--- src/hdl/tgst_pkg.sv ---
// constants for the timer gate conditioning block: register map, fields, reset values
package tgst_pkg;

	// register byte offsets on the apb bus
	localparam logic [7:0] TGST_OFS_CTRL   = 8'h00;
	localparam logic [7:0] TGST_OFS_STATUS = 8'h04;
	localparam logic [7:0] TGST_OFS_COUNT  = 8'h08;

	// gate_control_reg field positions
	localparam int TGST_CTRL_ON_BIT   = 0;
	localparam int TGST_CTRL_GE_BIT   = 1;
	localparam int TGST_CTRL_SS_LSB   = 2;
	localparam int TGST_CTRL_POL_BIT  = 4;
	localparam int TGST_CTRL_TM_BIT   = 5;
	localparam int TGST_CTRL_C1S_BIT  = 6;
	localparam int TGST_CTRL_C2S_BIT  = 7;

	// status field position
	localparam int TGST_STAT_GVAL_BIT = 0;

	// gate source select codes
	localparam logic [1:0] TGST_SRC_PIN  = 2'h0;
	localparam logic [1:0] TGST_SRC_OVF  = 2'h1;
	localparam logic [1:0] TGST_SRC_CMP1 = 2'h2;
	localparam logic [1:0] TGST_SRC_CMP2 = 2'h3;

	// reset values
	localparam logic [7:0]  TGST_CTRL_RST  = 8'h00;
	localparam logic [15:0] TGST_COUNT_RST = 16'h0000;

	// overflow timer wrap points
	localparam logic [7:0] TGST_OVF_MAX  = 8'hff;
	localparam logic [7:0] TGST_OVF_ZERO = 8'h00;

	// default timer clock divider: pclk cycles per incrementing edge
	localparam int TGST_TICK_DIV = 4;

endpackage

--- src/hdl/tgst_gate.sv ---
// timer gate conditioning: source select, polarity, toggle, gated 16-bit count, apb registers
//
// Operation
// - select 00 pin, 01 overflow pulse
// - select 10 comparator one, 11 comparator two
// - polarity bit inverts or passes every source
// - overflow wrap ff to 00 gives rising pulse
// - comparator source synchronised or asynchronous, selectable
// - toggle flip-flop flips on each rising edge
// - toggle disabled clears and holds flip-flop
// - external pin reaches the gate through polarity and toggle
// - status shows gate level, gating enabled or not
`timescale 1ns/10ps
module tgst_gate
	import tgst_pkg::*;
#(
	parameter int COUNT_W = 16,
	parameter int DIV     = TGST_TICK_DIV
)
(
	// clock and reset
	input  wire logic               pclk,
	input  wire logic               presetn,
	// apb slave
	input  wire logic               psel,
	input  wire logic               penable,
	input  wire logic               pwrite,
	input  wire logic [7:0]         paddr,
	input  wire logic [31:0]        pwdata,
	output logic      [31:0]        prdata,
	output logic                    pready,
	output logic                    pslverr,
	// gate sources
	input  wire logic               gate_input_pin,
	input  wire logic [7:0]         overflow_timer_count,
	input  wire logic               cmp1_output,
	input  wire logic               cmp2_output,
	// timer results
	output logic      [COUNT_W-1:0] timer_count,
	output logic                    gate_level_status
);

	// refuse widths the data bus cannot carry
	generate
		if (COUNT_W < 1 || COUNT_W > 32)
		begin : g_chk
			$error("count width must be 1 to 32");
		end
	endgenerate

	// whole module state
	typedef struct packed {
		logic               on;          // timer running
		logic               gate_enable; // gating active
		logic [1:0]         gate_source_select;
		logic               gate_polarity;
		logic               gate_toggle_enable;
		logic               cmp1_sync_en; // resync comparator one
		logic               cmp2_sync_en; // resync comparator two
		logic [COUNT_W-1:0] count;
		logic [7:0]         ovf_prev;    // last overflow timer value
		logic               ovf_pulse;   // stretched wrap pulse
		logic               cmp1_sync_output;
		logic               cmp2_sync_output;
		logic               src_prev;    // polarised source, last cycle
		logic               tog;         // toggle flip-flop
		logic               gate_val;    // conditioned gate
		logic [31:0]        prdata;
		logic               pready;
		logic               pslverr;
	} tgst_state_t;

	tgst_state_t s_q;   // registered state
	tgst_state_t s_d;   // next state
	logic        tick;  // timer incrementing edge

	// read mux, shared by read data and decode
	function automatic logic [32:0] tgst_read(input logic [7:0] a, input tgst_state_t s);
		logic [32:0] r;
		r = '0;
		unique case (a)
			TGST_OFS_CTRL:
			begin
				r[TGST_CTRL_ON_BIT]                  = s.on;
				r[TGST_CTRL_GE_BIT]                  = s.gate_enable;
				r[TGST_CTRL_SS_LSB +: 2]             = s.gate_source_select;
				r[TGST_CTRL_POL_BIT]                 = s.gate_polarity;
				r[TGST_CTRL_TM_BIT]                  = s.gate_toggle_enable;
				r[TGST_CTRL_C1S_BIT]                 = s.cmp1_sync_en;
				r[TGST_CTRL_C2S_BIT]                 = s.cmp2_sync_en;
			end
			TGST_OFS_STATUS: r[TGST_STAT_GVAL_BIT] = s.gate_val;
			TGST_OFS_COUNT:  r[COUNT_W-1:0]        = s.count;
			default:         r[32]                 = 1'b1; // unmapped: error flag
		endcase
		return r;
	endfunction

	// timer clock enable
	tgst_tick_div #(
		.DIV (DIV)
	) u_tick (
		.pclk    (pclk),
		.presetn (presetn),
		.tick    (tick)
	);

	// next-state logic
	always_comb
	begin
		logic        src;      // selected raw source
		logic        psrc;     // after polarity
		logic        c1;       // comparator one as used
		logic        c2;       // comparator two as used
		logic        access;   // apb access phase, first cycle
		logic        commit;   // apb transfer completes this edge
		logic [32:0] rd;       // read data and error
		src    = 1'b0;
		psrc   = 1'b0;
		c1     = 1'b0;
		c2     = 1'b0;
		access = 1'b0;
		commit = 1'b0;
		rd     = '0;
		s_d    = s_q;

		// wrap ff to 00 raises a pulse held until the next timer edge
		s_d.ovf_prev = overflow_timer_count;
		if (tick)
		begin
			s_d.ovf_pulse = 1'b0;
		end
		if (s_q.ovf_prev == TGST_OVF_MAX && overflow_timer_count == TGST_OVF_ZERO)
		begin
			s_d.ovf_pulse = 1'b1;
		end

		// comparator resync samples on the timer clock only
		if (tick)
		begin
			s_d.cmp1_sync_output = cmp1_output;
			s_d.cmp2_sync_output = cmp2_output;
		end
		c1 = s_q.cmp1_sync_en ? s_q.cmp1_sync_output : cmp1_output;
		c2 = s_q.cmp2_sync_en ? s_q.cmp2_sync_output : cmp2_output;

		// source select
		unique case (s_q.gate_source_select)
			TGST_SRC_PIN:  src = gate_input_pin;
			TGST_SRC_OVF:  src = s_q.ovf_pulse;
			TGST_SRC_CMP1: src = c1;
			TGST_SRC_CMP2: src = c2;
		endcase

		// polarity set means active high, clear inverts
		psrc = s_q.gate_polarity ? src : ~src;

		// toggle flop flips on rising edges, cleared while disabled;
		// enabling it together with a polarity change gives an arbitrary start
		s_d.src_prev = psrc;
		if (!s_q.gate_toggle_enable)
		begin
			s_d.tog = 1'b0;
		end
		else if (psrc && !s_q.src_prev)
		begin
			s_d.tog = ~s_q.tog;
		end

		// conditioned gate, also the status bit
		s_d.gate_val = s_q.gate_toggle_enable ? s_q.tog : psrc;

		// gated count advances on timer edges
		if (tick && s_q.on && (!s_q.gate_enable || s_q.gate_val))
		begin
			s_d.count = s_q.count + 1'b1;
		end

		// apb: one wait state, answer registered
		access = psel && penable && !s_q.pready;
		commit = psel && penable && s_q.pready;
		rd     = tgst_read(paddr, s_q);
		s_d.pready  = access;
		s_d.pslverr = access && rd[32];
		if (access)
		begin
			s_d.prdata = pwrite ? 32'h0000_0000 : rd[31:0];
		end

		// writes land on the completing edge; a timer write beats the increment
		if (commit && pwrite && !s_q.pslverr)
		begin
			if (paddr == TGST_OFS_CTRL)
			begin
				s_d.on                 = pwdata[TGST_CTRL_ON_BIT];
				s_d.gate_enable        = pwdata[TGST_CTRL_GE_BIT];
				s_d.gate_source_select = pwdata[TGST_CTRL_SS_LSB +: 2];
				s_d.gate_polarity      = pwdata[TGST_CTRL_POL_BIT];
				s_d.gate_toggle_enable = pwdata[TGST_CTRL_TM_BIT];
				s_d.cmp1_sync_en       = pwdata[TGST_CTRL_C1S_BIT];
				s_d.cmp2_sync_en       = pwdata[TGST_CTRL_C2S_BIT];
			end
			else if (paddr == TGST_OFS_COUNT)
			begin
				s_d.count = pwdata[COUNT_W-1:0];
			end
		end
	end

	// state register
	always_ff @(posedge pclk or negedge presetn)
	begin
		if (!presetn)
		begin
			s_q                    <= '0;
			s_q.on                 <= TGST_CTRL_RST[TGST_CTRL_ON_BIT];
			s_q.gate_enable        <= TGST_CTRL_RST[TGST_CTRL_GE_BIT];
			s_q.gate_source_select <= TGST_CTRL_RST[TGST_CTRL_SS_LSB +: 2];
			s_q.gate_polarity      <= TGST_CTRL_RST[TGST_CTRL_POL_BIT];
			s_q.gate_toggle_enable <= TGST_CTRL_RST[TGST_CTRL_TM_BIT];
			s_q.count              <= TGST_COUNT_RST[COUNT_W-1:0];
		end
		else
		begin
			s_q <= s_d;
		end
	end

	// outputs straight from the state flops
	assign prdata            = s_q.prdata;
	assign pready            = s_q.pready;
	assign pslverr           = s_q.pslverr;
	assign timer_count       = s_q.count;
	assign gate_level_status = s_q.gate_val;
endmodule

--- src/hdl/tgst_tick_div.sv ---
// divider making the one-cycle timer clock enable from pclk
`timescale 1ns/10ps
module tgst_tick_div
	import tgst_pkg::*;
#(
	parameter int DIV = TGST_TICK_DIV
)
(
	// clock and reset
	input  wire logic pclk,
	input  wire logic presetn,
	// enable pulse out
	output logic      tick
);

	localparam int CW = (DIV > 1) ? $clog2(DIV) : 1;

	// refuse a divider the counter cannot serve
	generate
		if (DIV < 1)
		begin : g_chk
			$error("tick divider must be at least 1");
		end
	endgenerate

	logic [CW-1:0] cnt_q;   // cycles since last tick
	logic          tick_q;  // registered pulse

	// count up one period, pulse at the end
	always_ff @(posedge pclk or negedge presetn)
	begin
		if (!presetn)
		begin
			cnt_q  <= '0;
			tick_q <= 1'b0;
		end
		else if (cnt_q == CW'(DIV - 1))
		begin
			cnt_q  <= '0;
			tick_q <= 1'b1;
		end
		else
		begin
			cnt_q  <= cnt_q + 1'b1;
			tick_q <= 1'b0;
		end
	end

	assign tick = tick_q;

endmodule

--- config.mk ---
export PLATFORM = sky130hd
export DESIGN_NAME = tgst_gate
export DESIGN_NICKNAME = d
export VERILOG_FILES = /design/src/hdl/tgst_pkg.sv /design/src/hdl/tgst_gate.sv /design/src/hdl/tgst_tick_div.sv
export SDC_FILE = /design/constraint.sdc
export NUM_CORES = 1
export LEC_CHECK = 0
export BUFFER_PORTS_ARGS = -buffer_cell sky130_fd_sc_hd__buf_2
export CAP_MARGIN = 25
export CORE_UTILIZATION = 45
export DETAILED_ROUTE_END_ITERATION = 8
export PLACE_DENSITY = 0.75
export SLEW_MARGIN = 20
export SYNTH_ARGS = -nofsm -noshare
export SYNTH_HDL_FRONTEND = slang
export SYNTH_HIERARCHICAL = 1
export SYNTH_SLANG_ARGS = --single-unit
--- constraint.sdc ---
create_clock -name pclk -period 3 [get_ports pclk]
set_input_delay 0.6 -clock pclk [delete_from_list [all_inputs] [get_ports pclk]]
set_output_delay 0.6 -clock pclk [all_outputs]
set_load 0.05 [all_outputs]
* Word-level counts from Yosys, hierarchy flattened
Index checks and enable logic that the tools add are counted.
W data, S select, Z words.
** Word-level totals
- Logic and storage cells :: 73
- Flip-flop bits (word level) :: 75
** Operators by class
- Add/subtract/negate cells :: 2
- Equality and inequality tests :: 8
- Bitwise operators :: 2
- Reductions and logical operators :: 21
- Mux-type cells :: 20
** Operators with widths (count)
- $mux W16 :: 5
- $add A16 B1 Y16 const B :: 1
- $logic_not A8 Y1 :: 2
- $pmux W7 S2 :: 1
- $logic_and A1 B1 Y1 :: 10
- $mux W1 :: 10
- $eq A8 B3 Y1 const B :: 1
- $eq A8 B4 Y1 const B :: 1
- $eq A8 B8 Y1 const B :: 1
- $mux W8 :: 1
- $eq A2 B2 Y1 const B :: 3
- $logic_not A1 Y1 :: 4
- $pmux W1 S4 :: 1
- $pmux W1 S3 :: 1
- $reduce_or A3 Y1 :: 1
- $add A2 B1 Y2 const B :: 1
- $eq A2 B1 Y1 const B :: 1
- $logic_not A2 Y1 :: 1
- $mux W2 :: 1
- $ne A2 B1 Y1 const B :: 1
- $not A1 Y1 :: 2
- $reduce_and A2 Y1 :: 1
- $reduce_bool A2 Y1 :: 1
- $logic_or A1 B1 Y1 :: 1

* Depth between registers and ports, before layout
- Word-level depth :: 7
- Gate-level depth with buffers :: 6

* By module
Netlist, hierarchy kept.
** By module, submodules not included
- tgst_gate :: area each 2887.8 sq um, cells an instance 265, instances 1
- tgst_tick_div :: area each 91.3 sq um, cells an instance 5, instances 1

* Worst setup path before layout
Ideal clock, no wire load.
- Path type :: in2reg
- From :: input port paddr[5]
- To :: register s_q[64] (netlist name)
- Setup slack :: 534 ps
- Data required time :: 2875 ps
- Cell stages on the path :: 4
- Data arrival time :: 2341 ps
- Library setup time :: 125 ps
- Cells stage by stage :: or4_1 or4_4 nor3_4 mux2_2
** On the way
- Cells in the longest elaborated chain, start to end :: 2
** RTL lines
- start: declaration :: RTL line tgst_gate.sv:28 : input wire logic [7:0] paddr,
- $logic_not A8 Y1 :: RTL line tgst_gate.sv:193 : if (paddr == TGST_OFS_CTRL)
- $reduce_and A2 Y1 (no line)
- end: declaration :: RTL line tgst_gate.sv:73 : tgst_state_t s_q;
No other way between the ends.
A chain may end at the register's enable or synchronous reset.

* Final worst setup path
- From :: input port paddr[5]
- To :: register s_q[66] (netlist name)
The elaborated chain is that of the path after synthesis.

==> results.tsv <==
metric	value	unit
place_congestion	0.743	
synth_cell_types	38	
final_layout_size_suffix_gt1_frac	0.348	
yosys-top-cells-area	dfrtp_1 (50%), buf_4 (12%), mux2_2 (4.2%)	
core_area	6390	um2
synth.cell_area	2980	um2
rsz0062_at_grt	false	
fin_crit_sh	0.755	
dp_hpwl	4.15	mm
nFillCells	579	
crit_type	in -> reg	
grt_pass1_wl	9.57	mm
r2r_cells	5	
drt-total-wl	5.82	mm
root_buffer	clkbuf_8	
die_y	83.4	um
fin_nets	380	
initial_core_util	0.466	
synth_top_cells_by_count	dfrtp_1 (59), buf_4 (49), nand2_1 (25)	
synth_warnings	6	
startpoint	paddr[5]	
power_density	481	nW/um2
cts_resized	0	
setup_viol	0	
synth_cells	270	
synth-main-ff-cell	dfrtp_1	
slew-limit-headroom	0.538	
synth_seq_area_share	0.496	
ctsHtreeMaxLevel	3	
grt_pass1_vias	2030	
synth_edf_count	0	
finalMaxSlewViolations	0	
r2r_end	prdata[1]	
fmax	441	MHz
yosysMostFrequentCell	dfrtp_1	
via_per_inst	5.12	
ant_nets	0	
required	3.21	ns
die_x	83.4	um
cp.arrival	2.48	ns
power_switching	0.000421	W
cts_tree	built	
rows	29	
clkPwrFrac	0.382	
crit-reg2reg-launch	pready	
crit_path_max_fanout	8	
die_area	6950	um2
synth_top_area_frac	0.496	
ys_ff_latch	59	
numCtsBuffers	9	
antenna_found_initial	0	
fin_tns_setup	0	ns
clkSlewWorstSetupHoldPaths	0.06	ns
grt-ovfl-total	0	
dpl.cell_count	388	
postCtsHoldBufs	0	
hp-class	in -> async	
combPwrFrac	0.104	
status	completed	
numPortBuffers	74	
swShare	0.262	
grt_use_total	0.181	
antenna-diode-count	0	
final_area	3330	um2
finalNonFillerCells	402	
ir_drop	0.269	mV
preCtsSetupSlack	0.378	ns
initialDrtViolationCount	118	
area_growth	11.9	%
clockBufferDepth	2	
io_pins	107	
drc	0	
finalClockSkew	0.00825	ns
leakage	1.57	nW
grt_max_degree	33	
seqPwrFrac	0.513	
synth_top_cell_by_area	dfrtp_1	
endpoint_kind	flip-flop	
worst_slew_pin_slew	0.693	ns
first_pass_iters	4	
timing.max_cap.violations	0	
internal_power	0.00118	W
finalHoldViolCount	0	
clock_latency	0.33	ns
worst_slack	0.734	ns
r2r_slack	1.29	ns
placed_area	3170	um2
avgSynthCellArea	11.0	um2
async_reset_ff_frac	1.00	
cp-start-kind	input port	
postCtsSetupRepairBufs	0	
vias	2060	
utilization	0.522	
cts.sinks	59	
timing.final.crit_period	2.27	ns
drt-wirelength-per-cell	14.5	um
-- state kept, by name, summed over array words and instances, names as in the netlist --
name / flops
u_tick/tick: 1
s_q: 21
timer_count: 16
pslverr: 1
u_tick/cnt_q: 2
prdata: 16
pready: 1
gate_level_status: 1
-- metal layers --
layer / track usage / part of all wire / wire length [um]
met2: 0.314 / 0.52 / 3010
met4: 0.0517 / 0.0043 / 25
met5: 0 / 0 / 0
met3: 0.0765 / 0.070 / 408
met1: 0.202 / 0.41 / 2370
-- cells in the final DEF (no fill, tap or decap), types with 2 or more instances in the layout --
cell / instances
buf_2: 74
dfrtp_1: 59
nand2_1: 25
o21ai_0: 18
conb_1: 16
xor2_1: 12
mux2_2: 11
clkbuf_8: 11
inv_1: 10
nand4_1: 8
a22o_1: 8
nand3_1: 7
a222oi_1: 7
nor2_1: 6
and3_1: 5
mux2i_1: 5
buf_4: 5
xnor2_1: 4
nor4_4: 3
nor3_1: 3
and2_1: 3
clkinv_2: 3
nand3b_1: 2
nor4_1: 2
ha_1: 2
buf_12: 2
-- worst max-delay path, cell delays in order --
cell,delay (ns)
buf_2,0.09
or4_1,0.53
or4_4,0.51
nor3_4,0.20
buf_4,0.20
mux2_2,0.34
-- through the flow --
stage	total power, W	hold slack, ns
after detailed placement	0.00101	0.417
final	0.00160	0.306
after global placement	0.00100	0.414
after global routing	0.00169	0.349
after CTS	0.00163	0.314
after floorplan	0.000966	0.304
-- power by group through the flow --
stage	sequential (W)	clock (W)	combinational, W
2_1_floorplan	0.000843	0	0.000123
3_3_place_gp	0.000837	0	0.000167
3_5_place_dp	0.000838	0	0.000169
4_1_cts	0.000824	0.000638	0.000169
5_1_grt	0.000825	0.000678	0.000182
6_report	0.000824	0.000613	0.000168
-- final cells by class --
class / instances / area [um2] / area share
clock buffers: 11 / 151 / 0.0454
clock inverters: 3 / 15.0 / 0.00450
flip-flops and latches: 59 / 1480 / 0.443
repair buffers: 81 / 448 / 0.134
multi-input cells: 161 / 1110 / 0.333
inverters: 10 / 37.5 / 0.0113
well taps: 77 / 96.3 / 0.0289
-- logic make-up after synthesis --
logic type / Yosys count / share of synthesized area
and+or+nand+nor: 72 / 0.145
buffers and inverters: 65 / 0.151
DFF: 59 / 0.496
AOI/OAI and AO/OA: 39 / 0.0932
xor gates and xnor gates: 16 / 0.0470
muxes: 16 / 0.0584
adders and majority gates: 2 / 0.00840
other: 1 / 0.00126
-- worst max-delay path by stage --
stage / endpoint / cells after the start
2_1_floorplan: s_q[64] / 4
5_1_grt: s_q[66] / 6
6_report: s_q[66] / 6
3_5_place_dp: s_q[65] / 6
3_3_place_gp: s_q[67] / 6
4_1_cts: s_q[65] / 6
Power figures use the tool's default switching activity.
